--- src/common/sleep_ctrl_pkg.sv ---
// Constants for the SRAM sleep-mode controller
package sleep_ctrl_pkg;
   localparam int unsigned CLK_PERIOD_PS          = 40000;
   localparam int unsigned SLEEP_ENTRY_CYCLES     = 2;
   localparam int unsigned RECOVERY_TIME_NS       = 20;
   // Least time: round up, at least one cycle
   localparam int unsigned RECOVERY_CYCLES_RAW    = (RECOVERY_TIME_NS * 1000 + CLK_PERIOD_PS - 1) / CLK_PERIOD_PS;
   localparam int unsigned RECOVERY_CYCLES        = (RECOVERY_CYCLES_RAW < 1) ? 1 : RECOVERY_CYCLES_RAW;
   localparam int unsigned CNT_W                  = 3;
   localparam logic [2:0]  CNT_RESET              = 3'h0;
   localparam logic        REQ_RESET              = 1'b0;

   typedef enum logic [1:0] {
      ST_AWAKE,
      ST_ENTERING,
      ST_ASLEEP,
      ST_RECOVER
   } sleep_state_e;
endpackage

--- src/core/sram_sleep_mode_control.sv ---
// Sleep entry, hold and recovery control for a synchronous burst SRAM
// Notes on behaviour
// - Sleep entered two clock cycles after request; the two-stage synchroniser adds two more cycles on top
// - Stored contents and state kept through sleep
// - Asleep: deselected, inputs ignored, outputs high-Z
// - Async active-high request; sleep while high
// - Resume after recovery of at least 20 ns
// - Undriven request reads low, normal operation
`timescale 1ns/100ps
module sram_sleep_mode_control
(
   input  wire logic i_clk,
   input  wire logic i_resetn,
   input  wire logic i_sleep_request,
   input  wire logic i_sleep_request_driven,
   input  wire logic i_chip_select,
   input  wire logic i_write_cmd,
   input  wire logic i_out_enable_n,
   output logic      o_asleep,
   output logic      o_recovering,
   output logic      o_select_eff,
   output logic      o_write_eff,
   output logic      o_write_blocked,
   output logic      o_dq_oe_n,
   output logic      o_clock_gate_en
);
   sleep_ctrl_pkg::sleep_state_e state_q;
   sleep_ctrl_pkg::sleep_state_e state_d;
   logic [2:0]                   cnt_q;
   logic [2:0]                   cnt_d;
   logic                         req_pin;
   logic                         req_sync;
   logic                         asleep_q;
   logic                         asleep_d;
   logic                         rec_q;
   logic                         rec_d;
   logic                         gate_q;
   logic                         gate_d;

   // Write attempt as seen on the pins; both write outputs decode it
   function automatic logic write_attempt
   (
      input logic wr,
      input logic cs
   );
      write_attempt = wr & cs;
   endfunction

   // End of either countdown
   function automatic logic count_expired
   (
      input logic [2:0] cnt
   );
      count_expired = (cnt == sleep_ctrl_pkg::CNT_RESET);
   endfunction

   // Entry countdown load; synchroniser delay comes on top of it
   function automatic logic [2:0] entry_load();
      entry_load = 3'(sleep_ctrl_pkg::SLEEP_ENTRY_CYCLES - 1);
   endfunction

   // Recovery countdown load, already rounded up to whole cycles
   function automatic logic [2:0] recovery_load();
      recovery_load = 3'(sleep_ctrl_pkg::RECOVERY_CYCLES - 1);
   endfunction

   // Pull-down model: floating pin counts as low
   assign req_pin = i_sleep_request_driven & i_sleep_request;

   sleep_req_sync u_sync
   (
      .i_clk    (i_clk),
      .i_resetn (i_resetn),
      .i_async  (req_pin),
      .o_sync   (req_sync)
   );

   // Entry count starts from the first edge that sees the synchronised
   // request; synchroniser latency is added on top of the two cycles.
   always_comb
   begin
      state_d  = state_q;
      cnt_d    = cnt_q;
      asleep_d = asleep_q;
      rec_d    = rec_q;
      case (state_q)
         sleep_ctrl_pkg::ST_AWAKE:
         begin
            if (req_sync)
            begin
               state_d = sleep_ctrl_pkg::ST_ENTERING;
               cnt_d   = entry_load();
            end
         end
         sleep_ctrl_pkg::ST_ENTERING:
         begin
            if (!req_sync)
            begin
               state_d = sleep_ctrl_pkg::ST_AWAKE;
               cnt_d   = sleep_ctrl_pkg::CNT_RESET;
            end
            else if (count_expired(cnt_q))
            begin
               state_d  = sleep_ctrl_pkg::ST_ASLEEP;
               asleep_d = 1'b1;
            end
            else
            begin
               cnt_d = cnt_q - 3'h1;
            end
         end
         sleep_ctrl_pkg::ST_ASLEEP:
         begin
            if (!req_sync)
            begin
               state_d  = sleep_ctrl_pkg::ST_RECOVER;
               asleep_d = 1'b0;
               rec_d    = 1'b1;
               cnt_d    = recovery_load();
            end
         end
         sleep_ctrl_pkg::ST_RECOVER:
         begin
            if (req_sync)
            begin
               state_d  = sleep_ctrl_pkg::ST_ENTERING;
               rec_d    = 1'b0;
               cnt_d    = entry_load();
            end
            else if (count_expired(cnt_q))
            begin
               state_d = sleep_ctrl_pkg::ST_AWAKE;
               rec_d   = 1'b0;
            end
            else
            begin
               cnt_d = cnt_q - 3'h1;
            end
         end
         default:
         begin
            state_d  = sleep_ctrl_pkg::ST_AWAKE;
            cnt_d    = sleep_ctrl_pkg::CNT_RESET;
            asleep_d = 1'b0;
            rec_d    = 1'b0;
         end
      endcase
   end

   always_ff @(posedge i_clk or negedge i_resetn)
   begin
      if (!i_resetn)
      begin
         state_q  <= sleep_ctrl_pkg::ST_AWAKE;
         cnt_q    <= sleep_ctrl_pkg::CNT_RESET;
         asleep_q <= 1'b0;
         rec_q    <= 1'b0;
      end
      else
      begin
         state_q  <= state_d;
         cnt_q    <= cnt_d;
         asleep_q <= asleep_d;
         rec_q    <= rec_d;
      end
   end

   // Access clock enable in its own flop; tracks the sleep flag exactly
   always_comb
   begin
      gate_d = ~asleep_d;
   end

   always_ff @(posedge i_clk or negedge i_resetn)
   begin
      if (!i_resetn)
      begin
         gate_q <= 1'b1;
      end
      else
      begin
         gate_q <= gate_d;
      end
   end

   assign o_asleep        = asleep_q;
   assign o_recovering    = rec_q;
   // Only the access path is gated; array contents are never touched here
   assign o_clock_gate_en = gate_q;
   assign o_select_eff    = i_chip_select & ~asleep_q;
   // Writes during recovery are the controller's fault; dropped defensively
   assign o_write_eff     = write_attempt(i_write_cmd, i_chip_select) & ~asleep_q & ~rec_q;
   assign o_write_blocked = write_attempt(i_write_cmd, i_chip_select) & rec_q;
   assign o_dq_oe_n       = asleep_q | i_out_enable_n;
endmodule

--- src/core/sleep_req_sync.sv ---
// Two-stage synchroniser for the sleep request pin
`timescale 1ns/100ps
module sleep_req_sync
(
   input  wire logic i_clk,
   input  wire logic i_resetn,
   input  wire logic i_async,
   output logic      o_sync
);
   logic meta_q;
   logic meta_d;
   logic sync_q;
   logic sync_d;

   always_comb
   begin
      meta_d = i_async;
      sync_d = meta_q;
   end

   always_ff @(posedge i_clk or negedge i_resetn)
   begin
      if (!i_resetn)
      begin
         meta_q <= sleep_ctrl_pkg::REQ_RESET;
         sync_q <= sleep_ctrl_pkg::REQ_RESET;
      end
      else
      begin
         meta_q <= meta_d;
         sync_q <= sync_d;
      end
   end

   assign o_sync = sync_q;
endmodule

--- config.mk ---
export PLATFORM = sky130hd
export DESIGN_NAME = sram_sleep_mode_control
export DESIGN_NICKNAME = d
export VERILOG_FILES = /design/src/common/sleep_ctrl_pkg.sv /design/src/core/sram_sleep_mode_control.sv /design/src/core/sleep_req_sync.sv
export SDC_FILE = /design/constraint.sdc
export NUM_CORES = 1
export LEC_CHECK = 0
export ABC_AREA = 1
export BUFFER_PORTS_ARGS = -buffer_cell sky130_fd_sc_hd__buf_4
export CORE_MARGIN = 1
export CORE_UTILIZATION = 35
export CTS_CLUSTER_SIZE = 25
export DETAILED_ROUTE_END_ITERATION = 10
export MAX_ROUTING_LAYER = met4
export SLEW_MARGIN = 30
export SYNTH_ARGS = -nofsm -noshare
export SYNTH_HDL_FRONTEND = slang
export SYNTH_SLANG_ARGS = --single-unit
--- constraint.sdc ---
create_clock -name i_clk -period 1.8 [get_ports i_clk]
set_input_delay 0.18 -clock i_clk [delete_from_list [all_inputs] [get_ports i_clk]]
set_output_delay 0.18 -clock i_clk [all_outputs]
set_load 0.05 [all_outputs]
==> reports/results.ini <==
[die]
rows = 15
die_h_um = 45.7
core_sq_um = 1760
ioPinCount = 14
dieArea_sq_um = 2090
start_util_pct = 37.9
die_x_um = 45.7

[worst_setup_path]
crit_type = reg -> reg
rr_startpoint = state_q[0]
worst_path_largest_cell_delay_ps = 430
crit_family = flip-flops
critPathMostFrequentCell = inv_1
critPathSlowestCell = dfrtp_1
startpoint = state_q[0]
critical_path.cell_chain = inv_1, ha_1, nand2_1, inv_1, a21oi_1, inv_1
path_max_fanout = 6
endpoint_kind = register
crit_arrival_ps = 1540
cp-start-kind = register
cp.required_ps = 1950
path_buf_inv = 3

[timing]
finalSetupViolCount = 0
clock.fmax_ghz = 0.720
drv_slew = 0
slew_headroom_pct = 82.7
tightest_slew_ps = 257
skew_ps = 4.60
finalCriticalPeriod_ps = 1390
fin_ws_ps = 412
rsz0062_at_grt = no
finalSetupTns_ps = 0
hold_viol_final = 0
holdWs_ps = 104
finalCritPeriodShare_pct = 77.1

[run_status]
status = completed

[placed_design]
port-buffer-count = 13
gp_congestion = 0.871
post-place-ws_ps = 408
dpl_cell_area_sq_um = 802
place_hpwl_um = 1050
placed_cells = 133

[yosys]
post_synth_num_cell_types = 16
synth_top_area_share_pct = 33.7
synth_fp_nets = 109
synth.avg_cell_area_sq_um = 7.03
synth_most_common_cell = nand2_1
synth-edff-count = 0
synthTopCellsByArea = dfrtp_1, nand2_1, ha_1
yosysTopAreaCell = dfrtp_1
synth-main-ff-cell = dfrtp_1
synth_area_sq_um = 668
synth_cells = 95
synth-seq-cells = 10
synth_common_cells = nand2_1, inv_1, dfrtp_1, ha_1, nand3_1
yosysWarnings = 0
synthArstFlopShare_pct = 100
yosysSeqAreaShare_pct = 37.6

[routing]
route.detailed.drc = 0
ant_nets = 0
drt_wl_total_um = 1280
first_iter_violations = 13
routed_via_density = 4.33
vias = 598
firstDrtPassIters = 4
wl_per_cell_um = 9.25

[final_layout]
n_fill_cell = 192
nets = 128
seq_area_sq_um = 251
fin_util_pct = 48.1
fin_cells = 138
layout-drive-gt1-share_pct = 21.2
multiInputGateArea_sq_um = 347
final_cell_area_sq_um = 848
antenna_cells = 0
area_growth_syn_to_layout_pct = 27.0

[clock_tree]
post_cts_buffers = 0
clock_path_buffers = 2
htreeDepth = 1
ctsRootBufferMaster = clkbuf_4
cts_tree = built
cts_sinks = 10
numCtsBuffers = 3
clk_pin_slew_ps = 60
clkLatencyLatePin_ps = 260

[global_route]
grt_max_degree = 11
grt_pass1_vias = 487
grt_use_total_pct = 15.9
grt_pass1_wl_um = 2170
gr-total-overflow = 0
antenna_found_initial = 0

[pwr]
max-vdd-ir-drop_mv = 0.751
p_leak_nw = 0.510
total_power_mw = 1.33
powerDensity_nw_per_um2 = 1570

[run]
max-cap-violations = 0

[hold_path]
hp-start = i_sleep_request
hold_path.class = in -> reg

cells in the final DEF, fill, tap and decap left out:
cell type and instances:
nand2_1 32, inv_1 19, buf_4 13, dfrtp_1 9
nand3_1 7, ha_1 7, nor2_1 5, a21oi_1 4
nand2_2 3, clkbuf_4 3, o21ai_0 2, or2_2 1
inv_2 1, and3_1 1, nor3_2 1, o211ai_1 1
nand4_1 1, clkbuf_8 1, dlygate4sd3_1 1, dfstp_2 1
final cells by class:
type	count	area share, %
multi-input combinational	65	40.9
clock buffer	4	4.28
inverter	20	8.85
sequential	10	29.6
timing repair buffer	14	12.7
tap	25	3.69
routing by layer:
metal	vias to the layer above	global-route usage (%)	wire length, um
li1	327	-	-
met1	255	23.7	668
met2	12	18.6	550
met3	4	2.38	26
met4	0	12.4	31
met5	-	-	0
path summary, 6_finish.rpt:
path,cells after the start,to,slack (ps)
worst max register to register,6,register,410
min in group asynchronous,2,async pin,270
worst max-delay path,6,register,410
worst min-delay path,3,u_sync.meta_q,100
worst min register to register,0,u_sync.o_sync,350
max in group asynchronous,2,o_clock_gate_en,1310
power by group:
group | total [mW] | leakage, nW | switching [mW] | internal [mW]
clock network | 0.192 | 0.0210 | 0.0699 | 0.123
logic | 0.759 | 0.363 | 0.513 | 0.247
registers | 0.382 | 0.127 | 0.0737 | 0.308
total | 1.33 | 0.510 | 0.656 | 0.677
worst min-delay path, delay by kind of cell:
kind / cells / cell delay (ps)
buffers and inverters: 2 / 120
and+or+nand+nor: 1 / 40
logic make-up (layout without fill, tap and decap cells):
group                      after synthesis  after routing  synth area share [%]
buffers and inverters                   20             38                  11.2
AOI/OAI and AO/OA                        7              7                  5.62
adders and majority gates                7              7                  13.1
and+or+nand+nor                         51             51                  32.4
DFF                                     10             10                  37.6
what timing repair did:
| action | in CTS | in global routing |
|---|---|---|
| endpoints found under the hold margin | 10 | 0 |
| gates resized for setup | 0 | 0 |
| hold buffers | 1 | 0 |
No activity file was read; power rests on OpenSTA's default activity.
